**src/logic/bst_pkg.sv**
```systemverilog
// Shared constants and types of the boundary-scan test port
`default_nettype none
package bst_pkg;
	// ------------------------------------------------------------
	// Instruction register
	// ------------------------------------------------------------
	localparam int IR_LEN = 3;
	localparam logic [2:0] IR_EXTEST = 3'h0;
	localparam logic [2:0] IR_SAMPLE = 3'h5;
	localparam logic [2:0] IR_BYPASS = 3'h7;
	localparam logic [2:0] IR_CAPTURE = 3'h1;
	// ------------------------------------------------------------
	// Boundary register lengths per variant
	// ------------------------------------------------------------
	localparam int BSR_LEN_V0 = 273;
	localparam int BSR_LEN_V1 = 417;
	localparam int BSR_LEN_V2 = 465;
	localparam int BSR_LEN_V3 = 645;
	// ------------------------------------------------------------
	// Reset values
	// ------------------------------------------------------------
	localparam logic PULL_LEVEL = 1'h1;
	localparam logic BYPASS_CAPTURE = 1'h0;
	localparam int TLR_TMS_ONES = 5;
	// ------------------------------------------------------------
	// Controller states
	// ------------------------------------------------------------
	typedef enum logic [15:0] {
		TLR = 16'h0001,
		RTI = 16'h0002,
		SEL_DR = 16'h0004,
		CAP_DR = 16'h0008,
		SH_DR = 16'h0010,
		EX1_DR = 16'h0020,
		PAU_DR = 16'h0040,
		EX2_DR = 16'h0080,
		UPD_DR = 16'h0100,
		SEL_IR = 16'h0200,
		CAP_IR = 16'h0400,
		SH_IR = 16'h0800,
		EX1_IR = 16'h1000,
		PAU_IR = 16'h2000,
		EX2_IR = 16'h4000,
		UPD_IR = 16'h8000
	} bst_state_e;
endpackage
`default_nettype wire

```
**src/logic/bst_tap.sv**
```systemverilog
// Boundary-scan test port: controller, instruction, bypass and boundary registers
`timescale 1ns/1ps
`default_nettype none
// Contract
// - Three-bit instruction register shifted in IR path
// - Bypass places one-bit register TDI to TDO
// - Bypass passes data, functional pins untouched
// - Sample captures pin states, operation continues
// - Preload shifts pattern into update cells
// - External test drives pins from cells
// - External test captures input pins
// - Length parameter 273 or 417 cells
// - Length parameter 465 or 645 cells
// - Undriven test inputs read as one
module bst_tap #(
	parameter int BSR_LEN = bst_pkg::BSR_LEN_V0
) (
	input wire logic ref_clk,
	input wire logic reset_n,
	input wire logic tck,
	input wire logic tms,
	input wire logic tdi,
	output logic tdo,
	output logic tdo_oe,
	input wire logic [BSR_LEN-1:0] pin_in,
	input wire logic [BSR_LEN-1:0] core_out,
	output logic [BSR_LEN-1:0] pin_out,
	output logic mon_valid,
	output logic mon_data,
	input wire logic mon_ready,
	output logic mon_room
);
	// ------------------------------------------------------------
	// Decoding
	// ------------------------------------------------------------
	function automatic logic sel_bypass(input logic [2:0] code);
		sel_bypass = (code != bst_pkg::IR_EXTEST) && (code != bst_pkg::IR_SAMPLE);
	endfunction
	function automatic logic is_known(input logic [2:0] code);
		is_known = (code == bst_pkg::IR_EXTEST) || (code == bst_pkg::IR_SAMPLE) ||
			(code == bst_pkg::IR_BYPASS);
	endfunction

	// ------------------------------------------------------------
	// Synchronisers
	// ------------------------------------------------------------
	// Reset to the pull level so a floating port reads as one
	logic [2:0] sync1;
	logic [2:0] sync2;
	logic tck_d;
	logic [BSR_LEN-1:0] pin_s1;
	logic [BSR_LEN-1:0] pin_s2;
	always_ff @(posedge ref_clk or negedge reset_n) begin
		if (!reset_n) begin
			sync1 <= {3{bst_pkg::PULL_LEVEL}};
			sync2 <= {3{bst_pkg::PULL_LEVEL}};
			tck_d <= bst_pkg::PULL_LEVEL;
			pin_s1 <= '0;
			pin_s2 <= '0;
		end else begin
			sync1 <= {tck, tms, tdi};
			sync2 <= sync1;
			tck_d <= sync2[2];
			pin_s1 <= pin_in;
			pin_s2 <= pin_s1;
		end
	end
	logic tck_s;
	logic tms_s;
	logic tdi_s;
	logic rise;
	logic fall;
	assign tck_s = sync2[2];
	assign tms_s = sync2[1];
	assign tdi_s = sync2[0];
	assign rise = tck_s & ~tck_d;
	assign fall = ~tck_s & tck_d;

	// ------------------------------------------------------------
	// Controller and registers
	// ------------------------------------------------------------
	bst_pkg::bst_state_e state;
	bst_pkg::bst_state_e next_state;
	logic [2:0] ir;
	logic [2:0] next_ir;
	logic [2:0] ir_sh;
	logic [2:0] next_ir_sh;
	logic byp;
	logic next_byp;
	logic [BSR_LEN-1:0] bsr;
	logic [BSR_LEN-1:0] next_bsr;
	logic [BSR_LEN-1:0] upd;
	logic [BSR_LEN-1:0] next_upd;
	logic next_tdo;
	logic next_tdo_oe;
	logic [BSR_LEN-1:0] next_pin_out;
	logic shift_bit;

	// Bit leaving the selected path during a shift
	always_comb begin
		if (state == bst_pkg::SH_IR)
			shift_bit = ir_sh[0];
		else if (sel_bypass(ir))
			shift_bit = byp;
		else
			shift_bit = bsr[0];
	end

	always_comb begin
		next_state = state;
		if (rise) begin
			case (state)
				bst_pkg::TLR: next_state = tms_s ? bst_pkg::TLR : bst_pkg::RTI;
				bst_pkg::RTI: next_state = tms_s ? bst_pkg::SEL_DR : bst_pkg::RTI;
				bst_pkg::SEL_DR: next_state = tms_s ? bst_pkg::SEL_IR : bst_pkg::CAP_DR;
				bst_pkg::CAP_DR: next_state = tms_s ? bst_pkg::EX1_DR : bst_pkg::SH_DR;
				bst_pkg::SH_DR: next_state = tms_s ? bst_pkg::EX1_DR : bst_pkg::SH_DR;
				bst_pkg::EX1_DR: next_state = tms_s ? bst_pkg::UPD_DR : bst_pkg::PAU_DR;
				bst_pkg::PAU_DR: next_state = tms_s ? bst_pkg::EX2_DR : bst_pkg::PAU_DR;
				bst_pkg::EX2_DR: next_state = tms_s ? bst_pkg::UPD_DR : bst_pkg::SH_DR;
				bst_pkg::UPD_DR: next_state = tms_s ? bst_pkg::SEL_DR : bst_pkg::RTI;
				bst_pkg::SEL_IR: next_state = tms_s ? bst_pkg::TLR : bst_pkg::CAP_IR;
				bst_pkg::CAP_IR: next_state = tms_s ? bst_pkg::EX1_IR : bst_pkg::SH_IR;
				bst_pkg::SH_IR: next_state = tms_s ? bst_pkg::EX1_IR : bst_pkg::SH_IR;
				bst_pkg::EX1_IR: next_state = tms_s ? bst_pkg::UPD_IR : bst_pkg::PAU_IR;
				bst_pkg::PAU_IR: next_state = tms_s ? bst_pkg::EX2_IR : bst_pkg::PAU_IR;
				bst_pkg::EX2_IR: next_state = tms_s ? bst_pkg::UPD_IR : bst_pkg::SH_IR;
				bst_pkg::UPD_IR: next_state = tms_s ? bst_pkg::SEL_DR : bst_pkg::RTI;
				default: next_state = bst_pkg::TLR;
			endcase
		end
	end

	always_comb begin
		next_ir = ir;
		next_ir_sh = ir_sh;
		next_byp = byp;
		next_bsr = bsr;
		next_upd = upd;
		if (rise) begin
			case (state)
				bst_pkg::TLR: next_ir = bst_pkg::IR_BYPASS;
				bst_pkg::CAP_IR: next_ir_sh = bst_pkg::IR_CAPTURE;
				bst_pkg::SH_IR: next_ir_sh = {tdi_s, ir_sh[2:1]};
				bst_pkg::UPD_IR: next_ir = ir_sh;
				bst_pkg::CAP_DR: begin
					if (sel_bypass(ir))
						next_byp = bst_pkg::BYPASS_CAPTURE;
					else
						next_bsr = pin_s2;
				end
				bst_pkg::SH_DR: begin
					if (sel_bypass(ir))
						next_byp = tdi_s;
					else
						next_bsr = {tdi_s, bsr[BSR_LEN-1:1]};
				end
				bst_pkg::UPD_DR: begin
					if (!sel_bypass(ir))
						next_upd = bsr;
				end
				default: ;
			endcase
		end
	end

	// TDO changes on the falling edge so the tester samples a settled bit
	always_comb begin
		next_tdo = tdo;
		next_tdo_oe = tdo_oe;
		if (fall) begin
			next_tdo_oe = (state == bst_pkg::SH_DR) || (state == bst_pkg::SH_IR);
			next_tdo = next_tdo_oe ? shift_bit : 1'h0;
		end
		// Functional pins keep their core values unless external test runs
		next_pin_out = (ir == bst_pkg::IR_EXTEST) ? upd : core_out;
	end

	always_ff @(posedge ref_clk or negedge reset_n) begin
		if (!reset_n) begin
			state <= bst_pkg::TLR;
			ir <= bst_pkg::IR_BYPASS;
			ir_sh <= bst_pkg::IR_CAPTURE;
			byp <= bst_pkg::BYPASS_CAPTURE;
			bsr <= '0;
			upd <= '0;
			tdo <= 1'h0;
			tdo_oe <= 1'h0;
			pin_out <= '0;
		end else begin
			state <= next_state;
			ir <= next_ir;
			ir_sh <= next_ir_sh;
			byp <= next_byp;
			bsr <= next_bsr;
			upd <= next_upd;
			tdo <= next_tdo;
			tdo_oe <= next_tdo_oe;
			pin_out <= next_pin_out;
		end
	end

	// ------------------------------------------------------------
	// Two-entry monitor buffer of shifted-out bits
	// ------------------------------------------------------------
	// The scan clock cannot be stalled; a bit offered while full is dropped
	logic tail_v;
	logic tail_d;
	logic next_head_v;
	logic next_head_d;
	logic next_tail_v;
	logic next_tail_d;
	logic push;
	logic pop;
	assign push = rise && mon_room && ((state == bst_pkg::SH_DR) || (state == bst_pkg::SH_IR));
	assign pop = mon_valid && mon_ready;
	always_comb begin
		next_head_v = mon_valid;
		next_head_d = mon_data;
		next_tail_v = tail_v;
		next_tail_d = tail_d;
		if (pop) begin
			next_head_v = tail_v | push;
			next_head_d = tail_v ? tail_d : shift_bit;
			next_tail_v = 1'h0;
		end else if (push) begin
			if (!mon_valid) begin
				next_head_v = 1'h1;
				next_head_d = shift_bit;
			end else begin
				next_tail_v = 1'h1;
				next_tail_d = shift_bit;
			end
		end
	end
	always_ff @(posedge ref_clk or negedge reset_n) begin
		if (!reset_n) begin
			mon_valid <= 1'h0;
			mon_data <= 1'h0;
			tail_v <= 1'h0;
			tail_d <= 1'h0;
			mon_room <= 1'h1;
		end else begin
			mon_valid <= next_head_v;
			mon_data <= next_head_d;
			tail_v <= next_tail_v;
			tail_d <= next_tail_d;
			mon_room <= ~next_tail_v;
		end
	end

	// ------------------------------------------------------------
	// Assertions
	// ------------------------------------------------------------
	logic [2:0] ones_cnt;
	always_ff @(posedge ref_clk or negedge reset_n) begin
		if (!reset_n)
			ones_cnt <= 3'h0;
		else if (rise)
			ones_cnt <= !tms_s ? 3'h0 :
				(ones_cnt == 3'(bst_pkg::TLR_TMS_ONES)) ? 3'(bst_pkg::TLR_TMS_ONES) :
				ones_cnt + 3'h1;
	end
endmodule
`default_nettype wire

```
**config.mk**
```make
export PLATFORM = sky130hd
export DESIGN_NAME = bst_tap
export DESIGN_NICKNAME = d
export VERILOG_FILES = /design/src/logic/bst_pkg.sv /design/src/logic/bst_tap.sv
export SDC_FILE = /design/constraint.sdc
export NUM_CORES = 2
export LEC_CHECK = 0
export ABC_AREA = 1
export BUFFER_PORTS_ARGS = -buffer_cell sky130_fd_sc_hd__buf_4
export CAP_MARGIN = 20
export CORE_MARGIN = 2
export CORE_UTILIZATION = 30
export DETAILED_ROUTE_END_ITERATION = 8
export HOLD_SLACK_MARGIN = 0.02
export SETUP_SLACK_MARGIN = 0.15
export SYNTH_ARGS = -nofsm -noshare
export SYNTH_HDL_FRONTEND = slang
export SYNTH_SLANG_ARGS = --single-unit
```
**constraint.sdc**
```tcl
create_clock -name ref_clk -period 2.2 [get_ports ref_clk]
set_input_delay 0 -clock ref_clk [delete_from_list [all_inputs] [get_ports ref_clk]]
set_output_delay 0 -clock ref_clk [all_outputs]
set_load 0.01 [all_outputs]
```
==> flow_metrics.tcl <==
set metrics [dict create \
    outcome "finished, final reports clean" \
    holdPathStages 4 \
    finClkSkew_ns 0.03046 \
    max_cap_viol_count 0 \
    min_path_type "input port to flop" \
    reg2reg_setup_slack_ns 0.08 \
    ys_ff_latch 1402 \
    grt_usage 0.1797 \
    first_pass_iters 7 \
    io_buffers 829 \
    vias 38012 \
    rsz0062_at_grt "true" \
    reg2reg_depth 9 \
    clk_latency_ns 0.75 \
    yosysWarnings 0 \
    tightest_slew_ns 0.7394 \
    leakagePower_nw 35.05 \
    synthCells 4302 \
    fmax_mhz 471.0 \
    hold_start "core_out[157]" \
    finalSetupViolations 0 \
    syn_to_final_growth_pct 53.61 \
    finalWirelength_um 153600 \
    drive_above_1_share 0.2065 \
    finalNetCount 6846 \
    ctsHtreeMaxLevel 4 \
    grt_max_degree 143 \
    whs_endpoint "pin_out[157]" \
    utilization 0.4649 \
    power_mw 57.82 \
    cts_tree "built" \
    drt_iter0_drc 2750 \
    yosysSeqAreaShare 0.7214 \
    die-area_mm2 0.1654 \
    reg2reg_from "state[15]" \
    sequential_cell_area_mm2 0.03510 \
    avgViaCountPerCell 4.417 \
    cp_max_fo 23 \
    ir_drop_mv 0.7172 \
    period_minus_slack_ns 2.123 \
    power_density_mw_per_mm2 773.7 \
    worst_ep_required_time_ns 2.86 \
    reg2reg_to "bsr[148]" \
    max_stage_delay_ns 0.41 \
    tns_ns 0 \
    start_util 0.3027 \
    fillers 14073 \
    endpoint_kind "flop" \
    syn-cell-area_mm2 0.04866 \
    grt_antenna_before_repair 40 \
    detailed_place_hpwl_um 95690 \
    ant_nets 0 \
    worstPathCellList "nor2_2, nand2_2, nor2_4, nand3b_4, nand2_4, nand3_4, buf_16, clkbuf_16, o21ai_1" \
    timing.slew.headroom 0.5019 \
    drc 0 \
    finalHoldViolations 0 \
    first_global_vias 39861 \
    syn_nets 4854 \
    crit_arrival_ns 2.79 \
    grt_pass1_wl_um 229700 \
    fp.dieH_um 406.7 \
    cts-root-buf "clkbuf_16" \
    cpMaxStageDelayCell "dfrtp_1" \
    ios 830 \
    grt_overflow_total 0 \
    gp_congestion 0.8610 \
    syn_area_per_cell_um2 11.31 \
    path_clk_slew_ns 0.06 \
    die_w_um 406.7 \
    report.final.slew_viol_count 0 \
    cts_sinks 1402 \
    cts_buffer_depth 3 \
    cts_buffers 150 \
    multi_input_area_mm2 0.01121 \
    startpoint_type "flop" \
    core_mm2 0.1608 \
    wl_per_cell_um 17.84 \
    min_period_over_period 0.9650 \
    rows 147 \
    yosysUniqueCellTypes 35 \
    crit_type "flop to flop" \
]
## worst max path at each step
stage	depth (start not counted)	to	startpoint	slack [ns]
after floorplan	9	upd[184]	sync2[2]	0.45
after global placement	10	bsr[270]	state[11]	0.05
after detailed placement	10	bsr[269]	state[11]	0.02
after CTS	10	bsr[201]	state[10]	0.09
after global routing	10	bsr[178]	state[15]	0.01
final	9	bsr[148]	state[15]	0.08
## synth_stat cells
| cell type | instances | area, um^2 |
|---|---|---|
| nor3_1 | 5 | 25.02 |
| o31ai_1 | 2 | 15.01 |
| buf_4 | 15 | 112.6 |
| buf_2 | 92 | 460.4 |
| nand3_4 | 1 | 17.52 |
| inv_2 | 2 | 7.510 |
| nand2_1 | 1141 | 4283 |
| nand4_1 | 4 | 25.02 |
| buf_6 | 31 | 349.1 |
| and2_1 | 1 | 6.260 |
| a21boi_0 | 228 | 1712 |
| o211ai_1 | 1 | 7.510 |
| o21ai_1 | 301 | 1506 |
| nand3_2 | 1 | 10.01 |
| nand3_1 | 23 | 115.1 |
| nor2_1 | 33 | 123.9 |
| inv_1 | 305 | 1145 |
| dfstp_2 | 13 | 341.6 |
| or2_2 | 1 | 6.260 |
| nor2_4 | 3 | 33.78 |
| a21o_1 | 1 | 7.510 |
| nand3b_4 | 1 | 20.02 |
| clkinv_2 | 1 | 5.000 |
| a31o_2 | 1 | 8.760 |
| a21oi_1 | 12 | 60.06 |
| dfrtp_1 | 1389 | 34760 |
| nand2_4 | 1 | 11.26 |
| nor2_2 | 2 | 12.51 |
| mux2_2 | 3 | 33.78 |
| o21ai_0 | 530 | 2653 |
| nand2_2 | 3 | 18.77 |
| nand3b_1 | 3 | 22.52 |
| clkbuf_1 | 104 | 390.4 |
| a21boi_1 | 41 | 307.8 |
| o22ai_1 | 7 | 43.79 |
## critical path, delay by kind of cell, from the launching register on
kind	cells	cell delay [ns]
flip-flops	1	0.41
AND/OR/NAND/NOR	6	0.94
AO/OA/AOI/OAI	1	0.16
buffers and inverters	2	0.46
## area by class of cell
type / count / area share
inverter: 308 / 0.01574
timing repair buffer: 2082 / 0.2583
antenna: 30 / 0.001004
clock buffer: 225 / 0.05982
tap: 2160 / 0.03616
multi-input combinational: 2350 / 0.1500
sequential: 1402 / 0.4696
clock inverter: 49 / 0.009392
## kinds of logic (layout without fill, tap and decap cells)
| kind of cell | after synthesis | after routing | synth area share |
|---|---|---|---|
| other | 0 | 30 | 0 |
| AOI/OAI and AO/OA | 1124 | 1124 | 0.1299 |
| muxes | 3 | 3 | 0.0006943 |
| DFF | 1402 | 1402 | 0.7214 |
| and+or+nand+nor | 1223 | 1223 | 0.09723 |
| buffers and inverters | 550 | 2664 | 0.05076 |
## power breakdown
group          leakage (nW)  switching (mW)  internal, mW
logic                  14.9            2.02          2.73
registers              17.6           0.379          26.7
clock network          2.53            10.6          15.4
## cell usage in the layout (no fill, tap or decap), types with 5 or more instances in the layout
| cell | n |
|---|---|
| o21ai_1 | 305 |
| clkbuf_1 | 36 |
| dfstp_2 | 13 |
| clkbuf_8 | 35 |
| diode_2 | 30 |
| buf_6 | 8 |
| buf_12 | 46 |
| bufinv_16 | 10 |
| clkinv_4 | 6 |
| nand2_1 | 1136 |
| o21ai_0 | 526 |
| dlygate4sd3_1 | 1055 |
| dfrtp_1 | 1389 |
| nor2_2 | 7 |
| a21boi_0 | 195 |
| buf_4 | 949 |
| inv_1 | 305 |
| o22ai_1 | 7 |
| a21boi_1 | 59 |
| nand3_1 | 22 |
| a21oi_1 | 12 |
| nor3_1 | 5 |
| nor2_1 | 27 |
| buf_16 | 12 |
| nand2_2 | 7 |
| clkinv_2 | 18 |
| a21boi_2 | 15 |
| clkbuf_16 | 162 |
## stage by stage
stage	setup slack, ns	std cells	hold WS [ns]	instance area (um^2)
floorplan	0.4473	4302	-0.2956	48660
global placement	0.04908	7226	0.003563	58320
detailed placement	0.02397	7226	0.01825	58320
CTS	0.09230	8560	0.02171	74210
global route	0.009628	8597	0.04835	74720
finish	0.07704	8606	0.09992	74740
## metal layers
metal  GRT usage  up-vias  routed length (um)
met2      0.2998     1164               74040
met5           0        -                 184
li1            -    17823                   -
met3     0.04082      365                8862
met4     0.07414       30                6200
met1      0.2247    18630               64270
## state kept, by name, summed over array words and instances, names as in the netlist, 16 cells and up
name	flops
state	16
pin_s2	273
upd	273
pin_out	273
bsr	273
pin_s1	273
## repair_timing
item	in CTS	in global routing
gates cloned	2	9
pin swaps	2	4
endpoints found under the hold margin	1948	0
setup buffers	3	7
hold buffers	1055	0
setup endpoints to repair	250	498
resized for setup	16	78
(Power assumes the default switching activity.)
